[config.mk]
export PLATFORM = sky130hd
export DESIGN_NAME = intermittent_fault_stage
export DESIGN_NICKNAME = d
export VERILOG_FILES = /design/src/core/ief_pkg.sv /design/src/core/intermittent_fault_stage.sv /design/src/core/ief_tick_gen.sv /design/src/core/ief_tick_timer.sv
export SDC_FILE = /design/constraint.sdc
export NUM_CORES = 1
export LEC_CHECK = 0
export BUFFER_PORTS_ARGS = -buffer_cell sky130_fd_sc_hd__clkbuf_2
export CAP_MARGIN = 20
export CORE_MARGIN = 4
export CORE_UTILIZATION = 35
export DETAILED_ROUTE_END_ITERATION = 8
export REMOVE_ABC_BUFFERS = 1
export SYNTH_ARGS = -nofsm -noshare
export SYNTH_HDL_FRONTEND = slang
export SYNTH_SLANG_ARGS = --single-unit
export TNS_END_PERCENT = 20
[constraint.sdc]
create_clock -name clock -period 4 [get_ports clock]
set_input_delay 0.4 -clock clock [delete_from_list [all_inputs] [get_ports clock]]
set_output_delay 0.4 -clock clock [all_outputs]
set_load 0.01 [all_outputs]
[src/core/ief_pkg.sv]
// Purpose: shared constants and types for the intermittent fault stage
// Assumes: 125 MHz clock, 5 ms time base
// Notes: tick period in microseconds, converted to a cycle count here
package ief_pkg;
    localparam int unsigned clock_mhz = 125;
    localparam int unsigned tick_us = 5000;
    localparam int unsigned tick_cycles = tick_us * clock_mhz;
    localparam int unsigned block_lead_us = 5000;
    localparam int unsigned fwd_release_default = 60;
    localparam int unsigned rev_release_default = 60;
    localparam int unsigned operate_default = 100;
    localparam int unsigned timer_max = 360000;
    localparam int unsigned spikes_default = 2;
    localparam logic [15:0] voltage_thr_default = 16'h1f40;
    localparam logic [15:0] current_thr_default = 16'h0032;
    localparam logic [1:0] sel_ch_a = 2'h1;
    localparam logic [1:0] sel_ch_b = 2'h2;

    typedef enum logic [2:0] {
        mode_on = 3'h1,
        mode_blocked = 3'h2,
        mode_test = 3'h3,
        mode_test_blocked = 3'h4,
        mode_off = 3'h5
    } mode_type;

    typedef enum logic [2:0] {
        force_normal = 3'h0,
        force_blocked = 3'h1,
        force_fwd = 3'h2,
        force_rev = 3'h3,
        force_trip = 3'h4
    } force_type;

    typedef enum logic [2:0] {
        cond_normal = 3'h0,
        cond_fwd = 3'h1,
        cond_rev = 3'h2,
        cond_trip = 3'h3,
        cond_blocked = 3'h4
    } cond_type;

    typedef enum logic [1:0] {
        vin_none = 2'h0,
        vin_third = 2'h1,
        vin_fourth = 2'h2
    } vin_type;

    typedef struct packed {
        logic [15:0] voltage_spike_threshold;
        logic [15:0] current_spike_threshold;
        logic [18:0] fwd_release_ticks;
        logic [18:0] rev_release_ticks;
        logic [18:0] operate_ticks;
        logic [31:0] trip_spike_count_setting;
    } settings_type;

    typedef struct packed {
        logic forward_start;
        logic reverse_start;
        logic trip;
        logic blocked;
    } outs_type;
endpackage

[src/core/intermittent_fault_stage.sv]
// Purpose: control and timing of one intermittent earth-fault stage
// Assumes: spike detection math done outside; inputs synchronous
// Notes: times in 5 ms ticks; settings static, no setting-group input
`timescale 1ns/1ps
module intermittent_fault_stage import ief_pkg::*; #(
    parameter int unsigned period = tick_cycles,
    parameter int sample_width = 16
) (
    input wire logic clock,
    input wire logic srst,
    input wire logic [sample_width-1:0] residual_voltage,
    input wire logic [sample_width-1:0] residual_current_ch_a,
    input wire logic [sample_width-1:0] residual_current_ch_b,
    input wire logic sample_valid,
    input wire logic spike_valid,
    input wire logic delta_negative,
    input wire logic [sample_width-1:0] delta_voltage,
    input wire logic [sample_width-1:0] delta_current,
    input wire logic block_in,
    input wire logic [1:0] input_selection,
    input wire logic [2:0] mode_setting,
    input wire logic [2:0] force_setting,
    input wire logic forcing_enable,
    input wire logic [1:0] voltage_channel_select,
    input wire settings_type settings,
    output outs_type outs,
    output logic pickup,
    output logic [2:0] behaviour,
    output logic [2:0] condition,
    output logic [1:0] voltage_in_use,
    output logic [18:0] expected_operate_time,
    output logic [18:0] time_remaining,
    output logic [31:0] spikes_remaining,
    output logic block_display_event,
    output logic block_stamped_event,
    output logic [sample_width-1:0] event_current,
    output logic event_forward
);
    logic tick, block_sampled, blocked_eff, mode_off_now, release_all;
    logic spike_ok, fwd_spike, rev_spike, block_rise, op_done;
    logic fwd_start, rev_start, trip_core, blocked_core;
    logic fwd_running, fwd_expired, rev_running, rev_expired;
    logic op_running, op_expired;
    logic [sample_width-1:0] volt_max, curr_max, curr_sel, curr_peak;
    logic [31:0] fwd_count, rev_count;
    logic [18:0] op_rem;
    logic [1:0] sel_reg;
    mode_type mode_reg;
    force_type force_reg;
    outs_type next_outs;

    ief_tick_gen #(.period(period)) u_tick (.clock(clock), .srst(srst),
        .tick(tick));

    // held here so group switches cannot touch them
    always_ff @(posedge clock) begin
        if (srst) begin
            sel_reg <= sel_ch_a;
            mode_reg <= mode_on;
            force_reg <= force_normal;
        end else begin
            sel_reg <= (input_selection == sel_ch_b) ? sel_ch_b : sel_ch_a;
            case (mode_setting)
                3'h1: mode_reg <= mode_on;
                3'h2: mode_reg <= mode_blocked;
                3'h3: mode_reg <= mode_test;
                3'h4: mode_reg <= mode_test_blocked;
                3'h5: mode_reg <= mode_off;
                default: mode_reg <= mode_reg;
            endcase
            if (force_setting <= 3'h4) begin
                force_reg <= force_type'(force_setting);
            end
        end
    end

    assign curr_sel = (sel_reg == sel_ch_b) ? residual_current_ch_b
                                            : residual_current_ch_a;

    // running maxima of the voltage buffer and the selected current buffer over the tick window
    always_ff @(posedge clock) begin
        if (srst || tick) begin
            volt_max <= '0;
            curr_max <= '0;
        end else if (sample_valid) begin
            if (residual_voltage > volt_max) begin
                volt_max <= residual_voltage;
            end
            if (curr_sel > curr_max) begin
                curr_max <= curr_sel;
            end
        end
    end

    always_ff @(posedge clock) begin
        if (srst) begin
            pickup <= 1'b0;
            curr_peak <= '0;
        end else if (tick) begin
            pickup <= (volt_max >= settings.voltage_spike_threshold)
                && (curr_max >= settings.current_spike_threshold);
            curr_peak <= curr_max;
        end
    end

    // block taken once per program cycle
    always_ff @(posedge clock) begin
        if (srst) begin
            block_sampled <= 1'b0;
        end else if (tick) begin
            block_sampled <= block_in;
        end
    end

    // blocked modes behave as a held block
    assign blocked_eff = block_sampled || mode_reg == mode_blocked
        || mode_reg == mode_test_blocked;
    assign mode_off_now = (mode_reg == mode_off);

    // spike must beat both delta thresholds
    assign spike_ok = spike_valid
        && delta_voltage > settings.voltage_spike_threshold
        && delta_current > settings.current_spike_threshold;
    // sign of admittance delta gives direction
    assign fwd_spike = spike_ok && delta_negative && !blocked_eff
        && !mode_off_now;
    assign rev_spike = spike_ok && !delta_negative && !blocked_eff
        && !mode_off_now;

    // forward release timer restart per spike
    ief_tick_timer #(.width(19)) u_fwd (.clock(clock), .srst(srst),
        .tick(tick), .load(fwd_spike), .clear(blocked_eff || mode_off_now),
        .length(settings.fwd_release_ticks), .running(fwd_running),
        .expired(fwd_expired), .remaining());

    // reverse release timer restart per spike
    ief_tick_timer #(.width(19)) u_rev (.clock(clock), .srst(srst),
        .tick(tick), .load(rev_spike), .clear(blocked_eff || mode_off_now),
        .length(settings.rev_release_ticks), .running(rev_running),
        .expired(rev_expired), .remaining());

    // a block ends the fault like a dropped pick-up
    // a spike landing on the expiry cycle restarts rather than releases
    assign release_all = (fwd_expired && !fwd_spike) || blocked_eff
        || mode_off_now;

    // operate timer loads at fault onset only
    ief_tick_timer #(.width(19)) u_op (.clock(clock), .srst(srst),
        .tick(tick), .load(fwd_spike && !fwd_start), .clear(release_all),
        .length(settings.operate_ticks), .running(op_running),
        .expired(op_expired), .remaining(op_rem));

    // forward start cleared at release expiry
    always_ff @(posedge clock) begin
        if (srst || release_all) begin
            fwd_start <= 1'b0;
        end else if (fwd_spike) begin
            fwd_start <= 1'b1;
        end
    end

    // reverse start cleared at its expiry
    always_ff @(posedge clock) begin
        if (srst || (rev_expired && !rev_spike) || blocked_eff
            || mode_off_now) begin
            rev_start <= 1'b0;
        end else if (rev_spike) begin
            rev_start <= 1'b1;
        end
    end

    always_ff @(posedge clock) begin
        if (srst || (!fwd_running && !fwd_spike)) begin
            fwd_count <= 32'h0;
        end else if (fwd_spike && fwd_count != 32'hffffffff) begin
            fwd_count <= fwd_count + 32'h1;
        end
        if (srst || (!rev_running && !rev_spike)) begin
            rev_count <= 32'h0;
        end else if (rev_spike && rev_count != 32'hffffffff) begin
            rev_count <= rev_count + 32'h1;
        end
    end

    // operate time spent, waiting on spike count
    always_ff @(posedge clock) begin
        if (srst || release_all) begin
            op_done <= 1'b0;
        end else if (op_expired) begin
            op_done <= 1'b1;
        end
    end

    // trip once count exceeds setting after delay
    always_ff @(posedge clock) begin
        if (srst || release_all) begin
            trip_core <= 1'b0;
        end else if ((op_expired || op_done) && fwd_start
                     && fwd_count > settings.trip_spike_count_setting) begin
            trip_core <= 1'b1;
        end
    end

    // pick-up under block only flags blocked
    always_ff @(posedge clock) begin
        if (srst || mode_off_now) begin
            blocked_core <= 1'b0;
        end else begin
            blocked_core <= blocked_eff && (pickup || spike_ok);
        end
    end

    assign block_rise = blocked_core == 1'b0 && blocked_eff
        && (pickup || spike_ok) && !mode_off_now;

    // display and stamped events on blocking
    always_ff @(posedge clock) begin
        if (srst) begin
            block_display_event <= 1'b0;
            block_stamped_event <= 1'b0;
            event_current <= '0;
            event_forward <= 1'b0;
        end else begin
            block_display_event <= block_rise;
            block_stamped_event <= block_rise;
            if (block_rise) begin
                event_current <= curr_peak;
                event_forward <= delta_negative;
            end
        end
    end

    // off mode keeps all four outs bits low
    always_comb begin
        next_outs = '{fwd_start, rev_start, trip_core, blocked_core};
        if (forcing_enable) begin
            case (force_reg)
                force_blocked: next_outs = 4'b0001;
                force_fwd: next_outs = 4'b1000;
                force_rev: next_outs = 4'b0100;
                force_trip: next_outs = 4'b0010;
                default: next_outs = next_outs;
            endcase
        end
        if (mode_off_now) begin
            next_outs = 4'b0000;
        end
    end

    always_ff @(posedge clock) begin
        if (srst) begin
            outs <= '0;
        end else begin
            outs <= next_outs;
        end
    end

    always_ff @(posedge clock) begin
        if (srst) begin
            behaviour <= 3'(mode_on);
            condition <= 3'(cond_normal);
            voltage_in_use <= 2'(vin_none);
        end else begin
            behaviour <= 3'(mode_reg);
            if (next_outs.trip) begin
                condition <= 3'(cond_trip);
            end else if (next_outs.blocked) begin
                condition <= 3'(cond_blocked);
            end else if (next_outs.forward_start) begin
                condition <= 3'(cond_fwd);
            end else if (next_outs.reverse_start) begin
                condition <= 3'(cond_rev);
            end else begin
                condition <= 3'(cond_normal);
            end
            case (voltage_channel_select)
                2'h1: voltage_in_use <= 2'(vin_third);
                2'h2: voltage_in_use <= 2'(vin_fourth);
                default: voltage_in_use <= 2'(vin_none);
            endcase
        end
    end

    always_ff @(posedge clock) begin
        if (srst) begin
            expected_operate_time <= 19'h0;
            time_remaining <= 19'h0;
            spikes_remaining <= 32'h0;
        end else begin
            expected_operate_time <= settings.operate_ticks;
            time_remaining <= op_running ? op_rem : 19'h0;
            spikes_remaining <=
                (fwd_count > settings.trip_spike_count_setting) ? 32'h0
                : settings.trip_spike_count_setting - fwd_count + 32'h1;
        end
    end

    // block drops start by the next cycle
    a_block_drops_start: assert property (@(posedge clock) disable iff (srst)
        blocked_eff |=> !fwd_start)
        else $error("start held under block");
    a_off_quiet: assert property (@(posedge clock) disable iff (srst)
        mode_off_now |=> outs == '0)
        else $error("outputs active in off mode");
    a_trip_count: assert property (@(posedge clock) disable iff (srst)
        $rose(trip_core) |-> fwd_count > settings.trip_spike_count_setting)
        else $error("trip below spike count");
    a_fwd_expiry: assert property (@(posedge clock) disable iff (srst)
        fwd_expired && !fwd_spike |=> !fwd_start)
        else $error("forward start survived expiry");
    a_rev_expiry: assert property (@(posedge clock) disable iff (srst)
        rev_expired && !rev_spike |=> !rev_start)
        else $error("reverse start survived expiry");
    a_no_start_blocked: assert property (@(posedge clock)
        disable iff (srst)
        blocked_eff && !fwd_start |=> !fwd_start)
        else $error("start raised under block");
    a_block_sample: assert property (@(posedge clock) disable iff (srst)
        !tick |=> $stable(block_sampled))
        else $error("block sampled off tick");
    a_op_with_start: assert property (@(posedge clock) disable iff (srst)
        op_running |-> fwd_start || $past(fwd_spike))
        else $error("operate timer without start");
endmodule

[src/core/ief_tick_gen.sv]
// Purpose: 5 ms program-cycle strobe
// Assumes: srst synchronous, active high
// Notes: one-cycle pulse every period cycles
`timescale 1ns/1ps
module ief_tick_gen import ief_pkg::*; #(
    parameter int unsigned period = tick_cycles
) (
    input wire logic clock,
    input wire logic srst,
    output logic tick
);
    logic [31:0] count;

    always_ff @(posedge clock) begin
        if (srst) begin
            count <= 32'h0;
            tick <= 1'b0;
        end else if (count == 32'(period - 1)) begin
            count <= 32'h0;
            tick <= 1'b1;
        end else begin
            count <= count + 32'h1;
            tick <= 1'b0;
        end
    end
endmodule

[src/core/ief_tick_timer.sv]
// Purpose: tick-based countdown timer with restart
// Assumes: load and tick are synchronous to clock
// Notes: expired pulses one cycle when the count reaches zero
`timescale 1ns/1ps
module ief_tick_timer #(
    parameter int width = 19
) (
    input wire logic clock,
    input wire logic srst,
    input wire logic tick,
    input wire logic load,
    input wire logic clear,
    input wire logic [width-1:0] length,
    output logic running,
    output logic expired,
    output logic [width-1:0] remaining
);
    always_ff @(posedge clock) begin
        if (srst || clear) begin
            running <= 1'b0;
            remaining <= '0;
            expired <= 1'b0;
        end else if (load) begin
            running <= 1'b1;
            remaining <= length;
            expired <= 1'b0;
        end else if (running && tick) begin
            if (remaining <= width'(1)) begin
                running <= 1'b0;
                remaining <= '0;
                expired <= 1'b1;
            end else begin
                remaining <= remaining - width'(1);
                expired <= 1'b0;
            end
        end else begin
            expired <= 1'b0;
        end
    end
endmodule

==> results of run 1 <==
## per-stage QoR
step / std cells / TNS [ns] / utilization [%] / setup WS (ns)
after floorplan: 1980 / -6.17 / - / -0.192
after global placement: 2986 / 0 / 40.1 / 0.283
after detailed placement: 2986 / 0 / 40.1 / 0.292
after CTS: 3054 / 0 / 42.7 / 0.431
after global routing: 3061 / 0 / 42.8 / 0.222
final: 3061 / 0 / 42.8 / 0.409
## kinds of logic (layout without fill, tap and decap cells)
| group | Yosys count | after routing | synth area share, % |
|---|---|---|---|
| simple gates | 729 | 729 | 21.1 |
| compound gates | 460 | 460 | 17.7 |
| flops | 291 | 291 | 33.5 |
| buf+inv | 247 | 570 | 5.60 |
| fa+ha+maj | 198 | 198 | 14.3 |
| mux | 72 | 72 | 4.26 |
| xor+xnor | 71 | 71 | 3.57 |
| other cells | 0 | 6 | 0 |
## layout make-up
class                   instances  share of cell area [%]
well taps                     664                    3.96
clock inverters                13                    1.07
clock buffers                  53                    5.09
inverters                     159                    2.84
diodes                          6                  0.0716
flip-flops and latches        291                    27.8
repair buffers                345                    8.56
multi-input cells            1530                    50.6
## power groups by stage
| stage | registers, mW | clock network (mW) | logic, mW |
|---|---|---|---|
| 6_report | 3.08 | 3.54 | 1.33 |
| 5_1_grt | 3.09 | 3.76 | 1.49 |
| 4_1_cts | 3.08 | 3.65 | 1.33 |
| 3_5_place_dp | 3.15 | 0 | 1.32 |
| 3_3_place_gp | 3.14 | 0 | 1.29 |
| 2_1_floorplan | 3.15 | 0 | 0.813 |
## critical path, delay by kind of cell, from the launching register on
family                   cells  cell delay, ns
AO/OA/AOI/OAI                6            1.63
multiplexers                 1            0.34
buffers and inverters        2            0.12
adder cells (fa/ha/maj)      3            0.76
flip-flops                   1            0.36
AND/OR/NAND/NOR              2            0.25
## cell usage in the layout (no fill, tap or decap), drive strengths merged, types with 28 or more instances in the layout
cell type,count
o21ai,92
a21o,60
a21oi,132
nor2,270
a211oi,62
ha,197
and2,33
nand3,53
dfxtp,291
nand4,49
mux2i,56
xnor2,43
nor2b,44
inv,160
nor4,37
nor3,78
nand2,68
clkbuf,371
xor2,28
## path summary, 6_finish.rpt
check                        startpoint                                to  slack [ns]  cells past startpoint
min                        settings[81]  u_fwd.remaining[11]$_SDFFE_PP0P_        0.07                      2
max           fwd_count[1]$_SDFFE_PP0P_   spikes_remaining[27]$_SDFF_PP0_        0.41                     14
max reg2reg   fwd_count[1]$_SDFFE_PP0P_   spikes_remaining[27]$_SDFF_PP0_        0.41                     14
min reg2reg  u_tick.count[0]$_SDFF_PP0_        u_tick.count[0]$_SDFF_PP0_        0.46                      1
## per-layer routing
metal,part of all wire [%],track usage [%]
met2,47,30.8
met3,5.2,3.80
met4,2.8,6.28
met5,0.026,0
met1,45,23.6
==> reports/summary.txt, run 1 <==
outcome: completed
Die Ht: 231 um
port bufs: 319
fraction of synthesized cell area taken by the top area cell type: 33.5%
critical path required time: 4.42 ns
largest registers: fwd_count: 32 flops, spikes_remaining: 32 flops, u_tick.count: 32 flops
Remaining Overflow, GRT: 0
Async SR Flop Fraction: 0%
Final ANT Viol Nets: 0
Seq. cell area: 5830 um^2
Netlist cell types: 82
crit-path cells: ha_1, inv_1, ha_1, inv_1, fa_1, or2b_2, a21oi_1, a2111oi_2, o21ai_2, o2bb2ai_2, o31a_4, o221a_4, nor2b_1, mux2_1
Worst Tran Pin Value: 0.969 ns
Die ar.: 53300 um^2
count of pins over their slew limit: 0
synth-to-layout area growth: 20.6%
post-DR wirelength/cell: 16.5 um
first-pass GRT wire length: 80.7 mm
Die Wd: 231 um
Starting Density: 35.5%
Syn. warnings: 0
largest net degree at the start of global routing: 43
Setup crit end kind: flop
Total Routing Usage GR: 18.4%
final setup fails: 0
switching share of power: 27.6%
Critical Path AT: 4.01 ns
CTS tree: built
Final Hold Fails: 0
area leader, netlist: dfxtp_1
Net Sw Power: 2.20 mW
initial antenna violation count: 7
classification of the worst setup path: reg -> reg
CTS Buffer Depth: 3
DRC: 0
clock sink total: 291
DP Wirelength: 39.6 mm
vias in the first global route: 15396
Hold Slack: 0.0701 ns
post-CTS setup buffer count: 0
Int Power: 5.75 mW
Worst setup SP type: flop
CTS HTree Levels: 2
period utilisation layout: 89.8%
total chip power: 7.95 mW
final worst path period need: 3.59 ns
# rows: 81
RSZ-0062 raised after global routing: no
Vias/cell: 5.14
placed cell areas: 19700 um^2
placer congestion estimate: 0.888
normalized max-slew margin: 35.3%
CORE AREA: 49100 um^2
CTS Root Cell: clkbuf_16
CP Max Fanout: 6
Post-synth top flop: dfxtp_1
# fillers: 4931
via count: 15736
register area share after synthesis: 33.5%
Worst-path clk slew: 0.06 ns
Worst Hold Class: in -> reg
Post-Syn Area: 17400 um^2
Leak Pwr: 9.28 nW
Max-Cap Viols: 0
clock share of power: 44.5%
Final Instance Area: 21000 um^2
peak supply drop: 0.000247 V
Synth Area per Inst: 8.41 um^2
NumNets Final: 2780
area taken by multi-input logic gates: 10600 um^2
Fin Clk Skew: 0.0216 ns
EDFF count, synth: 0
slowest stage delay, CP: 0.59 ns
PwrDens: 379 nW/um^2
routed wire length: 50.6 mm
most common cell in the netlist: dfxtp_1
hold buffers post-CTS: 2
flops & latches, synth: 291
Comb pwr share: 16.7%
cts bufs inserted: 37
layout cell share with drive strength beyond 1: 19.7%
post-synthesis instance total: 2068
Fmax: 278 MHz
most frequent cells after synthesis: dfxtp_1 (291), nor2_1 (269), ha_1 (197)
clock latency on the worst-skew pair: 0.56 ns
post-cts gate resize count: 0
top post-synthesis cells by area: dfxtp_1 (33%), ha_1 (14%), nor2_1 (5.8%)
DR iter-0 viols: 940
sequential power share: 38.8%
Initial DRT Pass Iterations: 5
Critical Path Slowest Stage Cell: a2111oi_2
IO Pins: 320
(Power assumes the default switching activity.)
==> run 2: changes to the inputs <==
CTS_BUF_LIST = sky130_fd_sc_hd__clkbuf_8 sky130_fd_sc_hd__clkbuf_16   (was default)
SYNTH_HIERARCHICAL = 1   (was default)
==> run 2 against run 1 <==
Compared with the run above:
- critical path depth is 1 lower
- area after synthesis is 1.6% higher
- total power is 2.9% lower
- utilization is 0.45 points lower
- design area is 1.0% higher
- register-to-register slack better by 0.096 ns
- flip-flop and latch count stayed put
- largest cell class unchanged
==> reports/summary.txt, run 2 <==
via count: 15881
CTS Root Cell: clkbuf_16
Critical Path AT: 3.93 ns
Leak Pwr: 9.30 nW
period utilisation layout: 87.4%
Worst Tran Pin Value: 1.06 ns
# rows: 82
routed wire length: 51.7 mm
# fillers: 5074
layout cell share with drive strength beyond 1: 20.3%
outcome: completed
clock sink total: 291
commonest non-fill, non-tap cell in the layout: clkbuf_2
cts bufs inserted: 38
Max-Cap Viols: 0
Die Ht: 233 um
EDFF count, synth: 0
Worst Hold Class: in -> reg
Comb pwr share: 15.7%
Total Routing Usage GR: 18.3%
total chip power: 7.72 mW
CTS Buffer Depth: 3
Die Wd: 233 um
fraction of synthesized area in multiplexers: 4.88%
largest net degree at the start of global routing: 61
top post-synthesis cells by area: dfxtp_1 (33%), ha_1 (14%), nor2_1 (4.1%)
Initial DRT Pass Iterations: 5
Synth Area per Inst: 8.60 um^2
main combinational cell family by area after synthesis: simple AND/OR/NAND/NOR gates
Final Hold Fails: 0
CP Max Fanout: 5
port bufs: 319
Fin Clk Skew: 0.0261 ns
placer congestion estimate: 0.899
adder-cell share of the synthesized area: 14.1%
switching share of power: 27.7%
vias in the first global route: 15544
register area share after synthesis: 33.0%
Starting Density: 35.3%
Vias/cell: 5.21
most common cell in the netlist: dfxtp_1
Simple-Gate Fraction of Synth Area: 21.9%
Setup crit end kind: flop
first-pass GRT wire length: 81.5 mm
critical path required time: 4.44 ns
final worst path period need: 3.50 ns
Syn. warnings: 6
count of pins over their slew limit: 0
Cell Count Post-Placement: 2978
Finished Layout Cells: 3049
NumNets Final: 2766
post-CTS setup buffer count: 0
DP Wirelength: 39.9 mm
CTS HTree Levels: 2
IO Pins: 320
post-cts gate resize count: 0
post-synthesis instance total: 2055
area leader, netlist: dfxtp_1
synth-to-layout area growth: 19.9%
Ant. Diodes: 0
initial antenna violation count: 1
clock latency on the worst-skew pair: 0.55 ns
Async SR Flop Fraction: 0%
Int Power: 5.58 mW
Post-synth top flop: dfxtp_1
largest registers: fwd_count: 32 flops, spikes_remaining: 32 flops, u_tick/count: 32 flops
fraction of synthesized cell area taken by the top area cell type: 33.0%
Remaining Overflow, GRT: 0
RSZ-0062 raised after global routing: no
CORE AREA: 50100 um^2
Netlist cell types: 85
Fmax: 286 MHz
post-DR wirelength/cell: 17.0 um
peak supply drop: 0.000253 V
most frequent cells in the layout: clkbuf_2 (318), dfxtp_1 (290), ha_1 (198)
post-synthesis compound-gate area fraction: 16.8%
Worst-path clk slew: 0.06 ns
FF-to-FF setup slack: 0.50 ns
normalized max-slew margin: 29.2%
sequential power share: 39.7%
fin util: 42.3%
Final ANT Viol Nets: 0
Net Sw Power: 2.14 mW
XOR/XNOR Fraction of Synth Area: 3.42%
most frequent cells after synthesis: dfxtp_1 (291), ha_1 (198), nor2_1 (193)
classification of the worst setup path: reg -> reg
flops & latches, synth: 291
CTS tree: built
Worst setup SP type: flop
PwrDens: 364 nW/um^2
Die ar.: 54200 um^2
hold buffers post-CTS: 2
DR iter-0 viols: 790
clock share of power: 44.6%
Post-Syn Area: 17700 um^2
final setup fails: 0
DRC: 0
-- run 2: cell types whose count changed after synthesis, sizes merged, moves of 16 or more --
cell and delta:
or4 +32, nor3 -35, a31oi +23, nand2b -16, o31ai +17, inv +17
o21ai -31, nor2 -73, and2 +17, o221ai +16, nand2 +42, a211oi -47
-- run 2: kinds of logic after synthesis --
group                    Yosys count
buffers and inverters            261
multiplexers                      84
AO/OA/AOI/OAI                    435
XOR/XNOR                          69
adder cells (fa/ha/maj)          199
AND/OR/NAND/NOR                  716
flip-flops                       291
-- run 2: area by class of cell --
type | instances | area, um^2 | share of cell area, %
Multi-Input combinational cell | 1503 | 10800 | 51.1
Tap cell | 672 | 841 | 3.97
Inverter | 176 | 661 | 3.12
Clock inverter | 21 | 185 | 0.874
Sequential cell | 291 | 5830 | 27.5
Clock buffer | 47 | 1090 | 5.12
Timing Repair Buffer | 339 | 1770 | 8.35
-- run 2: metal layers --
layer | wire [um] | track usage (%) | vias to the layer above
met2 | 24100 | 30.3 | 380
met4 | 1150 | 4.84 | 2
met5 | 13 | 0 | -
li1 | - | - | 7976
met1 | 23600 | 24.2 | 7448
met3 | 2920 | 4.04 | 75
-- run 2: critical path: stages (launching register included) --
cell and delay [ns]:
dfxtp_1 0.41, ha_1 0.29, inv_1 0.07, ha_1 0.20, inv_1 0.07, fa_1 0.39, nor2b_1 0.21, o31ai_1 0.18
a211o_1 0.33, nand2_1 0.17, a311oi_1 0.15, o31ai_1 0.41, o22ai_1 0.17, mux2_1 0.33
-- run 2: power groups by stage --
stage	Clock, mW	Combinational (mW)	Sequential [mW]
6_report	3.44	1.21	3.07
3_3_place_gp	0	1.18	3.13
3_5_place_dp	0	1.20	3.13
4_1_cts	3.56	1.21	3.07
5_1_grt	3.66	1.36	3.08
2_1_floorplan	0	0.741	3.14
-- run 2: worst paths after layout --
check / start / end / depth (start not counted)
min reg2reg: curr_peak[10]$_SDFFE_PP0P_ / curr_peak[10]$_SDFFE_PP0P_ / 2
max reg2reg: fwd_count[1]$_SDFFE_PP0P_ / spikes_remaining[29]$_SDFF_PP0_ / 13
min: settings[39] / expected_operate_time[7]$_SDFF_PP0_ / 2
max: fwd_count[1]$_SDFFE_PP0P_ / spikes_remaining[29]$_SDFF_PP0_ / 13
-- run 2: per-stage QoR --
stage	worst slack, ns	setup TNS [ns]	hold WS (ns)	area (um^2)
floorplan	-0.484	-21.94	0.445	17300
finish	0.505	0	0.0806	21200
CTS	0.536	0	0.0481	21200
global placement	0.458	0	0.465	19900
detailed placement	0.383	0	0.482	19900
global route	0.270	0	0.0636	21200
==> run 3: changes to the inputs <==
MAX_ROUTING_LAYER = met4   (was default)
==> run 3 against run 2 <==
Compared with the run above:
- non-clock buffer count is the same
- first-iteration DRC count shrank 16%
- setup slack gained 0.023 ns
- register-to-register slack gained 0.02 ns
- sequential power is essentially flat
- clock skew shrank 0.0068 ns
- highest routed layer is now met4
==> reports/summary.txt, run 3 (synthesized netlist as in run 2, its figures left out) <==
outcome: completed
cts bufs inserted: 37
RSZ-0062 raised after global routing: no
Comb pwr share: 15.5%
port bufs: 319
met3 usage: 3.04%
DP Wirelength: 40.2 mm
period utilisation layout: 86.8%
fin util: 42.4%
Initial DRT Pass Iterations: 5
count of pins over their slew limit: 0
Die Ht: 233 um
R2R cell count: 13
slowest stage delay, CP: 0.41 ns
hold depth: 3
most frequent cells in the layout: clkbuf_2 (318), dfxtp_1 (290), ha_1 (198)
crit-path cells: ha_1, inv_1, ha_1, inv_1, fa_1, nor2b_1, o31ai_1, a211o_1, nand2_1, a311oi_1, o31ai_1, o22ai_1, mux2_1
clock latency on the worst-skew pair: 0.55 ns
CTS Buffer Depth: 3
Final Hold Fails: 0
post-CTS setup buffer count: 0
# rows: 82
Starting Density: 35.3%
met1 Use GR: 24.8%
layout cell share with drive strength beyond 1: 20.2%
Total Routing Usage GR: 19.0%
Critical Path AT: 3.89 ns
Setup crit end kind: flop
Worst Tran Pin Value: 1.05 ns
normalized max-slew margin: 30.0%
total chip power: 7.77 mW
critical path required time: 4.42 ns
Vias/cell: 5.22
Int Power: 5.66 mW
Worst-path clk slew: 0.06 ns
DRC: 0
placer congestion estimate: 0.885
switching share of power: 27.2%
CTS tree: built
Max-Cap Viols: 0
CTS HTree Levels: 2
Worst Hold Class: in -> reg
Remaining Overflow, GRT: 0
vias in the first global route: 15514
final setup margin: 0.528 ns
Net Sw Power: 2.12 mW
via count: 15932
CTS Root Cell: clkbuf_16
Worst setup SP type: flop
final setup fails: 0
CP Max Fanout: 5
Fmax: 288 MHz
Fin Clk Skew: 0.0194 ns
placed cell areas: 19900 um^2
gr busiest metal: met2
sequential power share: 39.5%
DR iter-0 viols: 660
synth-to-layout area growth: 20.1%
Final Instance Area: 21200 um^2
CORE AREA: 50100 um^2
largest registers: fwd_count: 32 flops, spikes_remaining: 32 flops, u_tick/count: 32 flops
Die Wd: 233 um
met2 Use GR: 30.8%
first-pass GRT wire length: 82.1 mm
final worst path period need: 3.47 ns
NumNets Final: 2765
Final ANT Viol Nets: 0
Hold Slack: 0.108 ns
Leak Pwr: 9.31 nW
Die ar.: 54200 um^2
# fillers: 5089
clock share of power: 45.0%
Post-Place Setup Slack: 0.376 ns
Critical Path Slowest Stage Cell: o31ai_1
IO Pins: 320
largest net degree at the start of global routing: 61
post-DR wirelength/cell: 17.0 um
routed wire length: 51.8 mm
clock sink total: 291
peak supply drop: 0.000298 V
PwrDens: 366 nW/um^2
classification of the worst setup path: reg -> reg
initial antenna violation count: 4
commonest non-fill, non-tap cell in the layout: clkbuf_2
## run 3: cell count changes in the layout (fill, tap and decap cells not counted), sizes merged
cell | before | now
clkinv | 9 | 8
bufinv | 2 | 5
clkbuf | 365 | 361
inv | 183 | 185
diode | 0 | 4
## run 3: stage by stage
stage / instances / setup TNS [ns]
4_1_cts: 3047 / 0
5_1_grt: 3053 / 0
2_1_floorplan: 1970 / -21.94
3_5_place_dp: 2977 / 0
6_report: 3053 / 0
3_3_place_gp: 2977 / 0
## run 3: final timing paths
kind,slack (ns),from,end
max,0.53,fwd_count[1]$_SDFFE_PP0P_,spikes_remaining[29]$_SDFF_PP0_
max reg2reg,0.53,fwd_count[1]$_SDFFE_PP0P_,spikes_remaining[29]$_SDFF_PP0_
min reg2reg,0.48,u_tick/count[0]$_SDFF_PP0_,u_tick/count[0]$_SDFF_PP0_
min,0.11,settings[88],u_fwd/remaining[18]$_SDFFE_PP0P_
## run 3: layer usage
layer	share of wire (%)	vias to the layer above
met4	2.2	0
li1	-	7978
met5	0	-
met3	4.7	63
met2	47	336
met1	46	7555
## run 3: final cells by class
class                      count  area [um^2]  share of cell area (%)
sequential                   291         5830                    27.5
multi-input combinational   1503        10800                    51.0
tap                          672          841                    3.96
clock buffer                  43         1010                    4.75
antenna                        4         10.0                  0.0472
timing repair buffer         339         1770                    8.36
clock inverter                25          279                    1.31
inverter                     176          661                    3.11
## run 3: worst max-delay path, delay by kind of cell, from the launching register on
kind / cells / cell delay, ns
compound gates: 5 / 1.22
fa+ha+maj: 3 / 0.89
buf+inv: 2 / 0.14
flops: 1 / 0.40
mux: 1 / 0.32
simple gates: 2 / 0.38
## run 3: timing repair
action / in CTS / in global routing
gates resized for setup: 0 / 0
hold buffers: 2 / 0
endpoints found under the hold margin: 2 / 0
## run 3: power by group through the flow
| stage | registers (mW) | clock network [mW] | logic [mW] |
|---|---|---|---|
| 2_1_floorplan | 3.14 | 0 | 0.741 |
| 3_3_place_gp | 3.13 | 0 | 1.19 |
| 3_5_place_dp | 3.13 | 0 | 1.21 |
| 4_1_cts | 3.07 | 3.62 | 1.22 |
| 5_1_grt | 3.08 | 3.73 | 1.36 |
| 6_report | 3.07 | 3.50 | 1.21 |
